File: config.mk
export PLATFORM = sky130hd
export DESIGN_NAME = fbl_sequencer
export DESIGN_NICKNAME = d
export VERILOG_FILES = /design/src/common/fbl_pkg.sv /design/src/rtl/fbl_sequencer.sv
export SDC_FILE = /design/constraint.sdc
export NUM_CORES = 1
export LEC_CHECK = 0
export BUFFER_PORTS_ARGS = -buffer_cell sky130_fd_sc_hd__buf_2
export CELL_PAD_IN_SITES_DETAIL_PLACEMENT = 1
export CELL_PAD_IN_SITES_GLOBAL_PLACEMENT = 2
export CORE_ASPECT_RATIO = 0.9
export CORE_MARGIN = 2
export CORE_UTILIZATION = 36
export CTS_CLUSTER_DIAMETER = 80
export CTS_CLUSTER_SIZE = 20
export DETAILED_ROUTE_END_ITERATION = 16
export GPL_ROUTABILITY_DRIVEN = 0
export HOLD_SLACK_MARGIN = 0.05
export PLACE_DENSITY = 0.82
export SKIP_LAST_GASP = 1
export SYNTH_ARGS = -nofsm -noshare
export SYNTH_HDL_FRONTEND = slang
export SYNTH_SLANG_ARGS = --single-unit
File: constraint.sdc
create_clock -name aclk -period 3.8 [get_ports aclk]
set_input_delay 0.76 -clock aclk [delete_from_list [all_inputs] [get_ports aclk]]
set_output_delay 0.76 -clock aclk [all_outputs]
set_load 0.02 [all_outputs]
File: src/common/fbl_pkg.sv
package fbl_pkg;

  typedef enum logic [3:0] {
    FBL_RESET = 4'h1,
    FBL_LOAD = 4'h2,
    FBL_INIT = 4'h4,
    FBL_USER = 4'h8
  } fbl_state_type;

  localparam int CLK_PERIOD_NS = 25;
  localparam int CLK_KHZ = 40000;
  localparam int CD_LOW_MAX_NS = 600;
  localparam int CD_LOW_MAX_CYC = CD_LOW_MAX_NS / CLK_PERIOD_NS;
  localparam int STATUS_MIN_US = 268;
  localparam int STATUS_MIN_CYC = (STATUS_MIN_US * 1000 + CLK_PERIOD_NS - 1) / CLK_PERIOD_NS;
  localparam int STATUS_MAX_US = 1506;
  localparam int STATUS_MAX_CYC = STATUS_MAX_US * 1000 / CLK_PERIOD_NS;
  localparam int UM_MIN_US = 175;
  localparam int UM_MIN_CYC = (UM_MIN_US * 1000 + CLK_PERIOD_NS - 1) / CLK_PERIOD_NS;
  localparam int UM_MAX_US = 437;
  localparam int UM_MAX_CYC = UM_MAX_US * 1000 / CLK_PERIOD_NS;
  localparam int CU_PERIOD_NS = 10;
  localparam int CU_PERIODS = 4;
  localparam int CU_CYC = (CU_PERIODS * CU_PERIOD_NS + CLK_PERIOD_NS - 1) / CLK_PERIOD_NS;
  localparam int USR_INIT_EDGES = 8576;

  localparam int FL_KHZ0 = 12500;
  localparam int FL_KHZ1 = 25000;
  localparam int FL_KHZ2 = 50000;
  localparam int FL_KHZ3 = 100000;
  localparam int FL_HALF0 = (CLK_KHZ + 2 * FL_KHZ0 - 1) / (2 * FL_KHZ0);
  localparam int FL_HALF1 = (CLK_KHZ + 2 * FL_KHZ1 - 1) / (2 * FL_KHZ1);
  localparam int FL_HALF2 = (CLK_KHZ + 2 * FL_KHZ2 - 1) / (2 * FL_KHZ2);
  localparam int FL_HALF3 = (CLK_KHZ + 2 * FL_KHZ3 - 1) / (2 * FL_KHZ3);
  localparam logic [1:0] FL_SEL_TOP = 2'h3;
  localparam logic [1:0] FL_SEL_CHAIN = 2'h2;
  localparam logic [7:0] FLASH_READ_CMD = 8'h03;
  localparam logic [5:0] CMD_BITS = 6'h20;

  localparam logic [7:0] REG_CTRL = 8'h00;
  localparam logic [7:0] REG_LEN = 8'h04;
  localparam logic [7:0] REG_STAT = 8'h08;
  localparam logic [7:0] REG_CNT = 8'h0c;
  localparam logic [7:0] REG_WORD = 8'h10;
  localparam int CTRL_SCHEME = 0;
  localparam int CTRL_WIDTH = 1;
  localparam int CTRL_QUAD = 3;
  localparam int CTRL_USRCLK = 4;
  localparam int CTRL_INITEN = 5;
  localparam int CTRL_SECURE = 6;
  localparam int CTRL_CHAIN = 7;
  localparam int CTRL_FCLK = 8;
  localparam int CTRL_RATIO = 12;
  localparam int STAT_FAULT = 4;
  localparam logic [31:0] CTRL_RST = 32'h0000_1004;
  localparam logic [31:0] LEN_RST = 32'h0000_0010;
  localparam logic [1:0] RESP_OKAY = 2'h0;
  localparam logic [1:0] RESP_SLVERR = 2'h2;

endpackage : fbl_pkg

File: src/rtl/fbl_sequencer.sv
// Contract
// - Load complete goes low within 600 ns of the request falling.
// - Status line is pulled low within 600 ns of the request falling.
// - Status line stays low between 268 and 1506 us in reset.
// - Status line is released within 1506 us of the request rising.
// - Decompression or security forces a clock-to-word ratio above one; the code forces it for security (CTRL_SECURE) only.
// - Internal oscillator init reaches user mode 175 to 437 us after completion.
// - User init clock is ignored until four load clock periods after completion.
// - User clock init needs that delay plus 8576 user clock periods.
// - Init clock comes from internal oscillator or user clock, by option.
// - Flash clock offers 12.5, 25, 50 and 100 MHz ceilings.
// - A multi-device flash chain never uses the 100 MHz setting.
// - Quad flash mode takes 4 data bits per flash clock.
// - Flash command launches and flash data captures on falling clock edges.
// - With the option on, init done pin stays low until init ends.
//
// Design decisions made here: the AXI4-Lite register port and the register addresses.
`timescale 1ns/1ps
`default_nettype none
module fbl_sequencer #(
  parameter int STATUS_MIN_CYC_P = fbl_pkg::STATUS_MIN_CYC,
  parameter int UM_MIN_CYC_P = fbl_pkg::UM_MIN_CYC,
  parameter int USR_INIT_EDGES_P = fbl_pkg::USR_INIT_EDGES
) (
  input wire logic aclk,
  input wire logic aresetn,
  input wire logic [7:0] s_axil_awaddr,
  input wire logic s_axil_awvalid,
  output logic s_axil_awready,
  input wire logic [31:0] s_axil_wdata,
  input wire logic [3:0] s_axil_wstrb,
  input wire logic s_axil_wvalid,
  output logic s_axil_wready,
  output logic [1:0] s_axil_bresp,
  output logic s_axil_bvalid,
  input wire logic s_axil_bready,
  input wire logic [7:0] s_axil_araddr,
  input wire logic s_axil_arvalid,
  output logic s_axil_arready,
  output logic [31:0] s_axil_rdata,
  output logic [1:0] s_axil_rresp,
  output logic s_axil_rvalid,
  input wire logic s_axil_rready,
  input wire logic reconfig_request_n,
  input wire logic config_state_n_i,
  output logic config_state_n_o,
  output logic config_state_n_oe,
  output logic load_complete,
  input wire logic load_clock_i,
  output logic load_clock_o,
  output logic load_clock_oe,
  input wire logic [31:0] load_data,
  output logic flash_cmd_out,
  input wire logic [3:0] flash_data_lines,
  input wire logic user_init_clock,
  output logic init_done_o,
  output logic init_done_oe,
  output logic [31:0] loaded_word,
  output logic loaded_word_valid,
  output logic user_mode
);

  localparam int CD_MAX_CYC = fbl_pkg::CD_LOW_MAX_CYC;

  fbl_pkg::fbl_state_type state_r, state_nxt;
  logic [31:0] tmr_r, tmr_nxt, word_cnt_r, word_cnt_nxt, asm_r, asm_nxt, word_r, word_nxt;
  logic [31:0] cmd_sh_r, cmd_sh_nxt, ctrl_r, ctrl_nxt, len_r, len_nxt;
  logic [13:0] usr_cnt_r, usr_cnt_nxt;
  logic [4:0] asm_cnt_r, asm_cnt_nxt;
  logic [5:0] cmd_cnt_r, cmd_cnt_nxt, cmd_end;
  logic [3:0] ratio_cnt_r, ratio_cnt_nxt, ratio_eff;
  logic [1:0] div_r, div_nxt, fsel, half_cyc;
  logic word_vld_r, word_vld_nxt, lclk_o_r, lclk_o_nxt, cmd_out_r, cmd_out_nxt;
  logic fall_r, fall_nxt, lc_r, lc_nxt, emit, ratio_fault;
  logic req_m, req_s, cs_m, cs_s, lck_m, lck_s, lck_prev_r, usr_m, usr_s, usr_prev_r;
  logic [31:0] dat_m, dat_s;
  logic [3:0] fl_m, fl_s;
  logic aw_held_r, aw_held_nxt, w_held_r, w_held_nxt, bvalid_r, bvalid_nxt, rvalid_r, rvalid_nxt;
  logic [7:0] awaddr_r, awaddr_nxt;
  logic [31:0] wdata_r, wdata_nxt, rdata_r, rdata_nxt;
  logic [3:0] wstrb_r, wstrb_nxt;
  logic [1:0] bresp_r, bresp_nxt, rresp_r, rresp_nxt;

  wire scheme_flash = ctrl_r[fbl_pkg::CTRL_SCHEME];
  wire [1:0] width = ctrl_r[fbl_pkg::CTRL_WIDTH +: 2];
  wire quad = ctrl_r[fbl_pkg::CTRL_QUAD];
  wire user_sel = ctrl_r[fbl_pkg::CTRL_USRCLK];

  // Pins cross into aclk through two flops before anything looks at them.
  always_ff @(posedge aclk)
  begin
    if (!aresetn)
    begin
      {req_m, req_s, cs_m, cs_s} <= 4'hf;
      {lck_m, lck_s, lck_prev_r, usr_m, usr_s, usr_prev_r} <= 6'h00;
      dat_m <= 32'h0000_0000;
      dat_s <= 32'h0000_0000;
      fl_m <= 4'h0;
      fl_s <= 4'h0;
    end
    else
    begin
      {req_m, req_s, cs_m, cs_s} <= {reconfig_request_n, req_m, config_state_n_i, cs_m};
      {lck_m, lck_s, lck_prev_r} <= {load_clock_i, lck_m, lck_s};
      {usr_m, usr_s, usr_prev_r} <= {user_init_clock, usr_m, usr_s};
      dat_m <= load_data;
      dat_s <= dat_m;
      fl_m <= flash_data_lines;
      fl_s <= fl_m;
    end
  end

  // Protected images cannot run at one clock per word.
  always_comb
  begin
    ratio_eff = (ctrl_r[fbl_pkg::CTRL_RATIO +: 4] == 4'h0) ? 4'h1 : ctrl_r[fbl_pkg::CTRL_RATIO +: 4];
    ratio_fault = ctrl_r[fbl_pkg::CTRL_SECURE] && (ratio_eff < 4'h2);
    if (ratio_fault)
      ratio_eff = 4'h2;
    fsel = ctrl_r[fbl_pkg::CTRL_FCLK +: 2];
    if (ctrl_r[fbl_pkg::CTRL_CHAIN] && fsel == fbl_pkg::FL_SEL_TOP)
      fsel = fbl_pkg::FL_SEL_CHAIN;
    case (fsel)
      2'h0: half_cyc = 2'(fbl_pkg::FL_HALF0);
      2'h1: half_cyc = 2'(fbl_pkg::FL_HALF1);
      2'h2: half_cyc = 2'(fbl_pkg::FL_HALF2);
      default: half_cyc = 2'(fbl_pkg::FL_HALF3);
    endcase
    // At a one-cycle half period the synchronised data lines trail by a whole flash clock,
    // so one idle clock is spent between the command and the first captured bit.
    cmd_end = fbl_pkg::CMD_BITS + {5'h00, half_cyc == 2'h1};
  end

  always_comb
  begin
    state_nxt = state_r;
    tmr_nxt = tmr_r;
    word_cnt_nxt = word_cnt_r;
    asm_nxt = asm_r;
    asm_cnt_nxt = asm_cnt_r;
    word_nxt = word_r;
    cmd_sh_nxt = cmd_sh_r;
    cmd_cnt_nxt = cmd_cnt_r;
    cmd_out_nxt = cmd_out_r;
    usr_cnt_nxt = usr_cnt_r;
    ratio_cnt_nxt = ratio_cnt_r;
    div_nxt = div_r;
    lclk_o_nxt = lclk_o_r;
    word_vld_nxt = 1'b0;
    fall_nxt = 1'b0;
    emit = 1'b0;
    case (state_r)
      fbl_pkg::FBL_RESET:
      begin
        word_cnt_nxt = 32'h0000_0000;
        asm_cnt_nxt = 5'h00;
        ratio_cnt_nxt = 4'h0;
        div_nxt = 2'h0;
        lclk_o_nxt = 1'b0;
        cmd_cnt_nxt = 6'h00;
        cmd_out_nxt = 1'b0;
        cmd_sh_nxt = {fbl_pkg::FLASH_READ_CMD, 24'h00_0000};
        if (tmr_r < 32'(STATUS_MIN_CYC_P))
          tmr_nxt = tmr_r + 32'h1;
        else if (req_s && cs_s)
          state_nxt = fbl_pkg::FBL_LOAD;
      end
      fbl_pkg::FBL_LOAD:
      begin
        if (!scheme_flash)
        begin
          if (lck_s && !lck_prev_r)
          begin
            ratio_cnt_nxt = (ratio_cnt_r >= ratio_eff - 4'h1) ? 4'h0 : ratio_cnt_r + 4'h1;
            if (ratio_cnt_r == 4'h0)
            begin
              asm_cnt_nxt = asm_cnt_r + 5'h01;
              case (width)
                2'h0:
                begin
                  asm_nxt = {dat_s[7:0], asm_r[31:8]};
                  emit = (asm_cnt_r == 5'h03);
                end
                2'h1:
                begin
                  asm_nxt = {dat_s[15:0], asm_r[31:16]};
                  emit = (asm_cnt_r == 5'h01);
                end
                default:
                begin
                  asm_nxt = dat_s;
                  emit = 1'b1;
                end
              endcase
            end
          end
        end
        else if (div_r >= half_cyc - 2'h1)
        begin
          div_nxt = 2'h0;
          lclk_o_nxt = !lclk_o_r;
          if (lclk_o_r)
          begin
            fall_nxt = 1'b1;
            if (cmd_cnt_r != cmd_end)
            begin
              cmd_out_nxt = cmd_sh_r[31];
              cmd_sh_nxt = {cmd_sh_r[30:0], 1'b0};
              cmd_cnt_nxt = cmd_cnt_r + 6'h01;
            end
            else if (quad)
            begin
              asm_nxt = {asm_r[27:0], fl_s};
              asm_cnt_nxt = asm_cnt_r + 5'h01;
              emit = (asm_cnt_r == 5'h07);
            end
            else
            begin
              // In single-line mode the flash answers on line one.
              asm_nxt = {asm_r[30:0], fl_s[1]};
              asm_cnt_nxt = asm_cnt_r + 5'h01;
              emit = (asm_cnt_r == 5'h1f);
            end
          end
        end
        else
          div_nxt = div_r + 2'h1;
        if (emit)
        begin
          asm_cnt_nxt = 5'h00;
          word_nxt = asm_nxt;
          word_vld_nxt = 1'b1;
          word_cnt_nxt = word_cnt_r + 32'h1;
        end
        if (word_cnt_r >= len_r)
        begin
          state_nxt = fbl_pkg::FBL_INIT;
          tmr_nxt = 32'h0000_0000;
          usr_cnt_nxt = 14'h0000;
          lclk_o_nxt = 1'b0;
        end
      end
      fbl_pkg::FBL_INIT:
      begin
        if (tmr_r != 32'hffff_ffff)
          tmr_nxt = tmr_r + 32'h1;
        if (!user_sel)
        begin
          if (tmr_r >= 32'(UM_MIN_CYC_P - 1))
            state_nxt = fbl_pkg::FBL_USER;
        end
        else if (usr_cnt_r == 14'(USR_INIT_EDGES_P))
          state_nxt = fbl_pkg::FBL_USER;
        else if (tmr_r >= 32'(fbl_pkg::CU_CYC) && usr_s && !usr_prev_r)
          usr_cnt_nxt = usr_cnt_r + 14'h0001;
      end
      fbl_pkg::FBL_USER: ;
      default: state_nxt = fbl_pkg::FBL_RESET;
    endcase
    if (!req_s)
    begin
      state_nxt = fbl_pkg::FBL_RESET;
      tmr_nxt = 32'h0000_0000;
    end
    lc_nxt = (state_nxt == fbl_pkg::FBL_INIT) || (state_nxt == fbl_pkg::FBL_USER);
  end

  always_ff @(posedge aclk)
  begin
    if (!aresetn)
    begin
      state_r <= fbl_pkg::FBL_RESET;
      {tmr_r, word_cnt_r, asm_r, word_r, cmd_sh_r} <= 160'h0;
      {usr_cnt_r, asm_cnt_r, cmd_cnt_r, ratio_cnt_r, div_r} <= 31'h0;
      {word_vld_r, lclk_o_r, cmd_out_r, fall_r, lc_r} <= 5'h00;
    end
    else
    begin
      state_r <= state_nxt;
      {tmr_r, word_cnt_r, asm_r, word_r, cmd_sh_r} <=
        {tmr_nxt, word_cnt_nxt, asm_nxt, word_nxt, cmd_sh_nxt};
      {usr_cnt_r, asm_cnt_r, cmd_cnt_r, ratio_cnt_r, div_r} <=
        {usr_cnt_nxt, asm_cnt_nxt, cmd_cnt_nxt, ratio_cnt_nxt, div_nxt};
      {word_vld_r, lclk_o_r, cmd_out_r, fall_r, lc_r} <=
        {word_vld_nxt, lclk_o_nxt, cmd_out_nxt, fall_nxt, lc_nxt};
    end
  end

  // The status line is released only once the least pulse is met and the request is high.
  assign config_state_n_o = 1'b0;
  assign config_state_n_oe = (state_r == fbl_pkg::FBL_RESET) &&
    (tmr_r < 32'(STATUS_MIN_CYC_P) || !req_s);
  assign load_complete = lc_r;
  assign load_clock_o = lclk_o_r;
  assign load_clock_oe = scheme_flash;
  assign flash_cmd_out = cmd_out_r;
  assign init_done_o = 1'b0;
  assign init_done_oe = ctrl_r[fbl_pkg::CTRL_INITEN] && (state_r != fbl_pkg::FBL_USER);
  assign loaded_word = word_r;
  assign loaded_word_valid = word_vld_r;
  assign user_mode = (state_r == fbl_pkg::FBL_USER);

  assign s_axil_awready = !aw_held_r;
  assign s_axil_wready = !w_held_r;
  assign s_axil_bvalid = bvalid_r;
  assign s_axil_bresp = bresp_r;
  assign s_axil_arready = !rvalid_r;
  assign s_axil_rvalid = rvalid_r;
  assign s_axil_rdata = rdata_r;
  assign s_axil_rresp = rresp_r;

  // Options change mid-load at the writer's risk; nothing is frozen during a load.
  always_comb
  begin
    {aw_held_nxt, awaddr_nxt, w_held_nxt, wdata_nxt, wstrb_nxt} =
      {aw_held_r, awaddr_r, w_held_r, wdata_r, wstrb_r};
    {bvalid_nxt, bresp_nxt, rvalid_nxt, rdata_nxt, rresp_nxt} =
      {bvalid_r, bresp_r, rvalid_r, rdata_r, rresp_r};
    ctrl_nxt = ctrl_r;
    len_nxt = len_r;
    if (s_axil_awvalid && !aw_held_r)
      {aw_held_nxt, awaddr_nxt} = {1'b1, s_axil_awaddr};
    if (s_axil_wvalid && !w_held_r)
      {w_held_nxt, wdata_nxt, wstrb_nxt} = {1'b1, s_axil_wdata, s_axil_wstrb};
    if (bvalid_r && s_axil_bready)
      bvalid_nxt = 1'b0;
    if (aw_held_r && w_held_r && !bvalid_r)
    begin
      aw_held_nxt = 1'b0;
      w_held_nxt = 1'b0;
      bvalid_nxt = 1'b1;
      bresp_nxt = fbl_pkg::RESP_OKAY;
      for (int i = 0; i < 4; i++)
      begin
        if (wstrb_r[i] && awaddr_r == fbl_pkg::REG_CTRL)
          ctrl_nxt[8*i +: 8] = wdata_r[8*i +: 8];
        if (wstrb_r[i] && awaddr_r == fbl_pkg::REG_LEN)
          len_nxt[8*i +: 8] = wdata_r[8*i +: 8];
      end
      if (awaddr_r != fbl_pkg::REG_CTRL && awaddr_r != fbl_pkg::REG_LEN &&
          awaddr_r != fbl_pkg::REG_STAT && awaddr_r != fbl_pkg::REG_CNT &&
          awaddr_r != fbl_pkg::REG_WORD)
        bresp_nxt = fbl_pkg::RESP_SLVERR;
    end
    if (rvalid_r && s_axil_rready)
      rvalid_nxt = 1'b0;
    if (s_axil_arvalid && !rvalid_r)
    begin
      rvalid_nxt = 1'b1;
      rresp_nxt = fbl_pkg::RESP_OKAY;
      case (s_axil_araddr)
        fbl_pkg::REG_CTRL: rdata_nxt = ctrl_r;
        fbl_pkg::REG_LEN: rdata_nxt = len_r;
        fbl_pkg::REG_STAT: rdata_nxt = {27'h0, ratio_fault, state_r};
        fbl_pkg::REG_CNT: rdata_nxt = word_cnt_r;
        fbl_pkg::REG_WORD: rdata_nxt = word_r;
        default:
        begin
          rdata_nxt = 32'h0000_0000;
          rresp_nxt = fbl_pkg::RESP_SLVERR;
        end
      endcase
    end
  end

  always_ff @(posedge aclk)
  begin
    if (!aresetn)
    begin
      {aw_held_r, awaddr_r, w_held_r, wdata_r, wstrb_r} <= 46'h0;
      {bvalid_r, bresp_r, rvalid_r, rdata_r, rresp_r} <= 38'h0;
      ctrl_r <= fbl_pkg::CTRL_RST;
      len_r <= fbl_pkg::LEN_RST;
    end
    else
    begin
      {aw_held_r, awaddr_r, w_held_r, wdata_r, wstrb_r} <=
        {aw_held_nxt, awaddr_nxt, w_held_nxt, wdata_nxt, wstrb_nxt};
      {bvalid_r, bresp_r, rvalid_r, rdata_r, rresp_r} <=
        {bvalid_nxt, bresp_nxt, rvalid_nxt, rdata_nxt, rresp_nxt};
      ctrl_r <= ctrl_nxt;
      len_r <= len_nxt;
    end
  end

  a_cd_low: assert property (@(posedge aclk) disable iff (!aresetn)
    $fell(req_s) |-> ##[1:CD_MAX_CYC] !load_complete) else $error("load complete stayed high");
  a_st_low: assert property (@(posedge aclk) disable iff (!aresetn)
    $fell(req_s) |-> ##[1:CD_MAX_CYC] config_state_n_oe) else $error("status not pulled low");
  a_st_hold: assert property (@(posedge aclk) disable iff (!aresetn)
    (state_r == fbl_pkg::FBL_RESET && tmr_r < 32'(STATUS_MIN_CYC_P)) |-> config_state_n_oe)
    else $error("status released early");
  a_st_leave: assert property (@(posedge aclk) disable iff (!aresetn)
    (state_r == fbl_pkg::FBL_RESET && !config_state_n_oe && req_s && cs_s) |=>
    state_r == fbl_pkg::FBL_LOAD) else $error("load phase not entered");
  a_um_osc: assert property (@(posedge aclk) disable iff (!aresetn)
    ($rose(user_mode) && !user_sel) |-> $past(tmr_r) == 32'(UM_MIN_CYC_P - 1))
    else $error("user mode at wrong time");
  a_um_usr: assert property (@(posedge aclk) disable iff (!aresetn)
    ($rose(user_mode) && user_sel) |-> $past(usr_cnt_r) == 14'(USR_INIT_EDGES_P))
    else $error("user clock count wrong");
  a_usr_gate: assert property (@(posedge aclk) disable iff (!aresetn)
    (state_r == fbl_pkg::FBL_INIT && tmr_r < 32'(fbl_pkg::CU_CYC)) |=> $stable(usr_cnt_r))
    else $error("user clock counted too early");
  a_chain_clk: assert property (@(posedge aclk) disable iff (!aresetn)
    ctrl_r[fbl_pkg::CTRL_CHAIN] |-> fsel != fbl_pkg::FL_SEL_TOP) else $error("chain at top rate");
  a_fl_slow: assert property (@(posedge aclk) disable iff (!aresetn)
    (state_r == fbl_pkg::FBL_LOAD && scheme_flash && half_cyc == 2'h2 && $changed(lclk_o_r))
    |=> $stable(lclk_o_r)) else $error("flash clock too fast");
  a_fl_fall: assert property (@(posedge aclk) disable iff (!aresetn)
    $changed(cmd_out_r) |-> fall_r && !lclk_o_r) else $error("command not on falling edge");
  a_init_pin: assert property (@(posedge aclk) disable iff (!aresetn)
    (state_r == fbl_pkg::FBL_INIT && ctrl_r[fbl_pkg::CTRL_INITEN]) |-> init_done_oe && !init_done_o)
    else $error("init done released early");
  a_req_rst: assert property (@(posedge aclk) disable iff (!aresetn)
    !req_s |=> state_r == fbl_pkg::FBL_RESET) else $error("request low not honoured");

endmodule : fbl_sequencer
`default_nettype wire

### After elaboration in Yosys (flattened, before gate mapping)

Index checks and enable logic that the tools add are counted.
W data, S select, Z words.

| word-level totals | value |
|---|---|
| bits of input ports | 99 |
| bits in registers | 429 |
| output and inout bits | 83 |
| word-level logic and storage cells | 263 |

| operators by class | value |
|---|---|
| equal/unequal tests | 46 |
| reductions and logical operators | 70 |
| bitwise operators | 1 |
| order comparisons | 7 |
| muxes and demuxes | 82 |
| add/sub/neg operators | 10 |

Operator list:

| operator | count |
|---|---|
| $mux W32 | 15 |
| $pmux W32 S2 | 3 |
| $pmux W32 S5 | 1 |
| $pmux W32 S3 | 1 |
| $add A32 B1 Y32 const B | 2 |
| $mux W14 | 4 |
| $mux W4 | 12 |
| $mux W5 | 7 |
| $ge A32 B13 Y1 const B | 1 |
| $ge A32 B2 Y1 const B | 1 |
| $ge A32 B32 Y1 | 1 |
| $lt A32 B14 Y1 const B | 1 |
| $ne A32 B32 Y1 const B | 1 |
| $pmux W14 S2 | 1 |
| $logic_and A1 B1 Y1 | 27 |
| $reduce_and A2 Y1 | 13 |
| $mux W6 | 4 |
| $ne A2 B2 Y1 const B | 12 |
| $ne A4 B4 Y1 const B | 6 |
| $mux W1 | 20 |
| $eq A8 B3 Y1 const B | 2 |
| $eq A8 B4 Y1 const B | 2 |
| $logic_not A8 Y1 | 2 |
| $ne A8 B4 Y1 const B | 2 |
| 49 further kinds | 75 |

### Longest topological paths before layout

| depth | value |
|---|---|
| word-level depth | 15 |
| mapped depth | 11 |
| gate-level depth less buffers | 11 |

### Worst setup path before layout

OpenSTA, ideal clock, no wires.

| timing path | value |
|---|---|
| path kind | input to register |
| start | input port s_axil_araddr[1] |
| end | register rdata_r[12] (netlist: s_axil_rdata[12]) |
| data required time | 3,735 ps |
| data arrival time | 2,622 ps |
| buffers on the path | 2 |
| path slack | 1,113 ps |
| library setup time | 65 ps |
| cell stages on the path | 9 |
| cells stage by stage | or4_1 nor4_1 nor2b_1 buf_2 buf_2 a222oi_1 nor2_1 a21oi_1 nor2_1 |

| between the ends | value |
|---|---|
| longest elaborated chain between the ends | 2 |
| elaborated cells between the ends (all ways) | 6 |
| those cells by class | eq/ne (4); mux (1); reduce/logical (1) |

Ends and longest elaborated chain:

| what | line | RTL |
|---|---|---|
| start, declared | fbl_sequencer.sv:37 | `input wire logic [7:0] s_axil_araddr,` |
| $eq A8 B5 Y1, or another cell as far along | fbl_sequencer.sv:351 | `case (s_axil_araddr)` |
| $pmux W32 S5 * | fbl_sequencer.sv:351 |  |
| end signal, assigned | fbl_sequencer.sv:379 | `{bvalid_r, bresp_r, rvalid_r, rdata_r, rresp_r} <=` |
| end, declared | fbl_sequencer.sv:80 | `logic [31:0] wdata_r, wdata_nxt, rdata_r, rdata_nxt;` |

Every way passes the cells marked *; elsewhere a longest branch is shown, timed or not.
A chain may end at the register's enable or synchronous reset.

### Worst setup path after layout

| timing path | value |
|---|---|
| start | register tmr_r[14] |
| end | output port config_state_n_oe |

| between the ends | value |
|---|---|
| longest elaborated chain between the ends | 3 |

Ends and longest elaborated chain:

| what | line | RTL |
|---|---|---|
| start, declared | fbl_sequencer.sv:66 | `logic [31:0] tmr_r, tmr_nxt, word_cnt_r, word_cnt_nxt, asm_r, asm_nxt, word_r, word_nxt;` |
| start signal, assigned | fbl_sequencer.sv:280 | `{tmr_r, word_cnt_r, asm_r, word_r, cmd_sh_r} <=` |
| $lt A32 B14 Y1 | fbl_sequencer.sv:292 | `(tmr_r < 32'(STATUS_MIN_CYC_P) \|\| !req_s);` |
| $logic_or A1 B1 Y1 | fbl_sequencer.sv:292 |  |
| $logic_and A1 B1 Y1 | fbl_sequencer.sv:291 | `assign config_state_n_oe = (state_r == fbl_pkg::FBL_RESET) &&` |
| end, declared | fbl_sequencer.sv:47 | `output logic config_state_n_oe,` |

No other way between the ends.

==> run metrics <==
GRT Util Overall=0.2264; clk sink count=403; starting density of the core=0.3653; Detailed Routing Iterations Pass 1=6; dpl hpwl=45,610 um; Synth area leader=dfxtp_1; # IOs=182; Main synth FF type=dfxtp_1; final WL=62,610 um; worst vdd ir=0.3000 mV; Cell Count, Final, Fillers Out=3,068; global-route wire length before repair=98,490 um; crit path DAT=2.58 ns; Post-synth EDFFs=0; clock root cell=clkbuf_16; fin crit share=0.8798; area grow syn2layout=12.65%; measured slew at the worst slew-check pin=0.9340 ns; Fill cells=6,243; WHS=0.3476 ns; Power Density=362.2 nW/um2; run status=completed; placed cell area=20,510 um2; initial antenna violation count=3; Die Wd=245.7 um; row count=79; DIE HEIGHT=221.5 um; sequential standard cell area=8070 um2; Final nets=2,514; Max Cap Violations=0; setup bufs post-CTS=0; register area share after synthesis=0.4264; mapped cell area=18,920 um2; post-route cell area=21,310 um2; fin crit period=3.343 ns; slowest CP cell=nor4_1; CP delay by family, top=simple AND/OR/NAND/NOR gates; leak pwr=0.008159 uW; area share of the largest cell type after synthesis=0.4264; max frequency=299.1 MHz; H-tree depth=1; Worst slew margin=0.3760; Async SR Flop Fraction=0; CTS Buffer Depth=3; top cells by area, synth=dfxtp_1 43%, mux2i_1 9.3%, nand2_1 7.8%; dpl cells=3,027; antenna-violating nets left=0; via count=16,840; drt initial violations=1,353; critical path, cell by cell=nor4_1 -> and4_1 -> nand2_1 -> or2_2 -> a21oi_1 -> buf_2; Port Buf Inserts=177; Layout Skew=0.03006 ns; # diodes=0; Seq cells post-synth=403; Hold Path Class=input pin to flip-flop; DR WL/cell=20.41 um; Yosys cell types=67; die footprint=54,410 um2; RSZ-0062 raised after global routing=no; count of final setup violators=0; Critical Path RT=3.04 ns; Critical path buffers and inverters=1; Synth Instances=2,265; CP Capture Type=primary output; Syn Area/Cell=8.353 um2; gr ovfl total=0; footprint of the multi-input gates=10,110 um2; Reg clk slew, reported paths=0.09 ns; layout cells sized above 1=0.1332; CTS Hold Bufs=0; largest net degree at the start of global routing=99; Worst setup SP type=flip-flop; Max Slew Vio Count=0; yosys warns=0; Vias/cell=5.489; number of hold violations in the final report=0; Remaining DRCs=0; Core Area=51,790 um2; Crit Path Class=flip-flop to primary output; CTS tree=built; post-CTS sizing=0; worst skew pair latency=0.59 ns; crit path max fanout=4; Crit path largest cell delay=0.39 ns; Setup TNS=0 ns; cts bufs inserted=27; vias in the first global route=17,140
-- area by class of cell --
cell class | instances | area share
inverters | 53 | 0.009569
multi-input cells | 1664 | 0.4742
flip-flops and latches | 403 | 0.3786
well taps | 688 | 0.04039
clock inverters | 11 | 0.005694
repair buffers | 219 | 0.05929
clock buffers | 30 | 0.03223
-- synthesized netlist by cell type (20+ instances only) --
cell	n
and2_1	95
nor2_1	188
mux2_2	38
a21oi_1	231
nand3_1	41
or4_1	23
o31ai_1	21
o21ai_0	104
nor4_1	27
inv_1	52
a222oi_1	27
mux2i_1	176
dfxtp_1	403
nand4_1	32
ha_1	47
or3_1	20
clkbuf_1	117
xnor2_1	23
nor3_1	29
nand2_1	392
-- kinds of logic after synthesis --
logic type	after synthesis	share of synthesized area
DFF	403	0.4264
and+or+nand+nor	910	0.2275
xor gates and xnor gates	34	0.01574
adders and majority gates	47	0.03108
buffers and inverters	201	0.04186
AOI/OAI and AO/OA	455	0.1415
other	1	0.0001982
muxes	214	0.1157
-- stage by stage --
step           setup slack (ns)  total power [uW]  utilization
3_5_place_dp             0.6888              4816       0.3959
6_report                 0.4566              7721       0.4115
2_1_floorplan             1.113              4650            -
3_3_place_gp             0.7728              4808       0.3959
5_1_grt                  0.3494              8038       0.4115
4_1_cts                  0.4006              7827       0.4115
-- power by group --
group	total, uW	internal (uW)	switching (uW)	leakage (uW)
Clock	3010	1400	1610	0.000389
Combinational	358	132	226	0.00450
Sequential	4350	4300	54.0	0.00327
Total	7720	5830	1890	0.00816
-- placed cells by master, fill, tap and decap left out, types with 5 or more instances in the layout --
master and count:
dfxtp_1 401, nand2_1 391, a21oi_1 231, nor2_1 187
buf_2 177, mux2i_1 176, o21ai_0 104, and2_1 95
inv_1 51, ha_1 47, nand3_1 41, mux2_2 38
buf_4 37, nand4_1 32, nor3_1 27, nor4_1 27
a222oi_1 27, clkbuf_16 27, xnor2_1 23, or4_1 23
o31ai_1 21, or3_1 20, o21a_1 14, xor2_1 11
and3_1 11, nand2b_1 10, and4_1 7, a211oi_1 7
nor4b_1 6, a22oi_1 6, a21o_1 5, o31a_1 5
or4b_1 5, buf_12 5
-- worst paths after layout --
kind | from | to | slack, ns | cells after the start
max | tmr_r[14] | config_state_n_oe | 0.46 | 6
min | s_axil_rready | s_axil_rvalid | 0.35 | 2
max reg2reg | word_cnt_r[21] | usr_cnt_r[5] | 0.59 | 9
min reg2reg | dat_m[28] | dat_s[28] | 0.43 | 1
-- metal layers --
layer,vias up,global-route usage,wire length [um]
li1,8090,-,-
met4,0,0.04946,1387
met1,8292,0.3233,29920
met3,66,0.03486,3400
met2,393,0.3588,27910
met5,-,0,0
-- state kept, by name (all words and copies together) (netlist names), 8 cells and up --
register / flops
dat_m: 32
tmr_r: 32
ctrl_r: 32
s_axil_rdata: 32
word_cnt_r: 32
loaded_word: 32
dat_s: 32
wdata_r: 32
awaddr_r: 8
len_r: 32
usr_cnt_r: 14
asm_r: 32
cmd_sh_r: 8
Power figures use the tool's default switching activity.
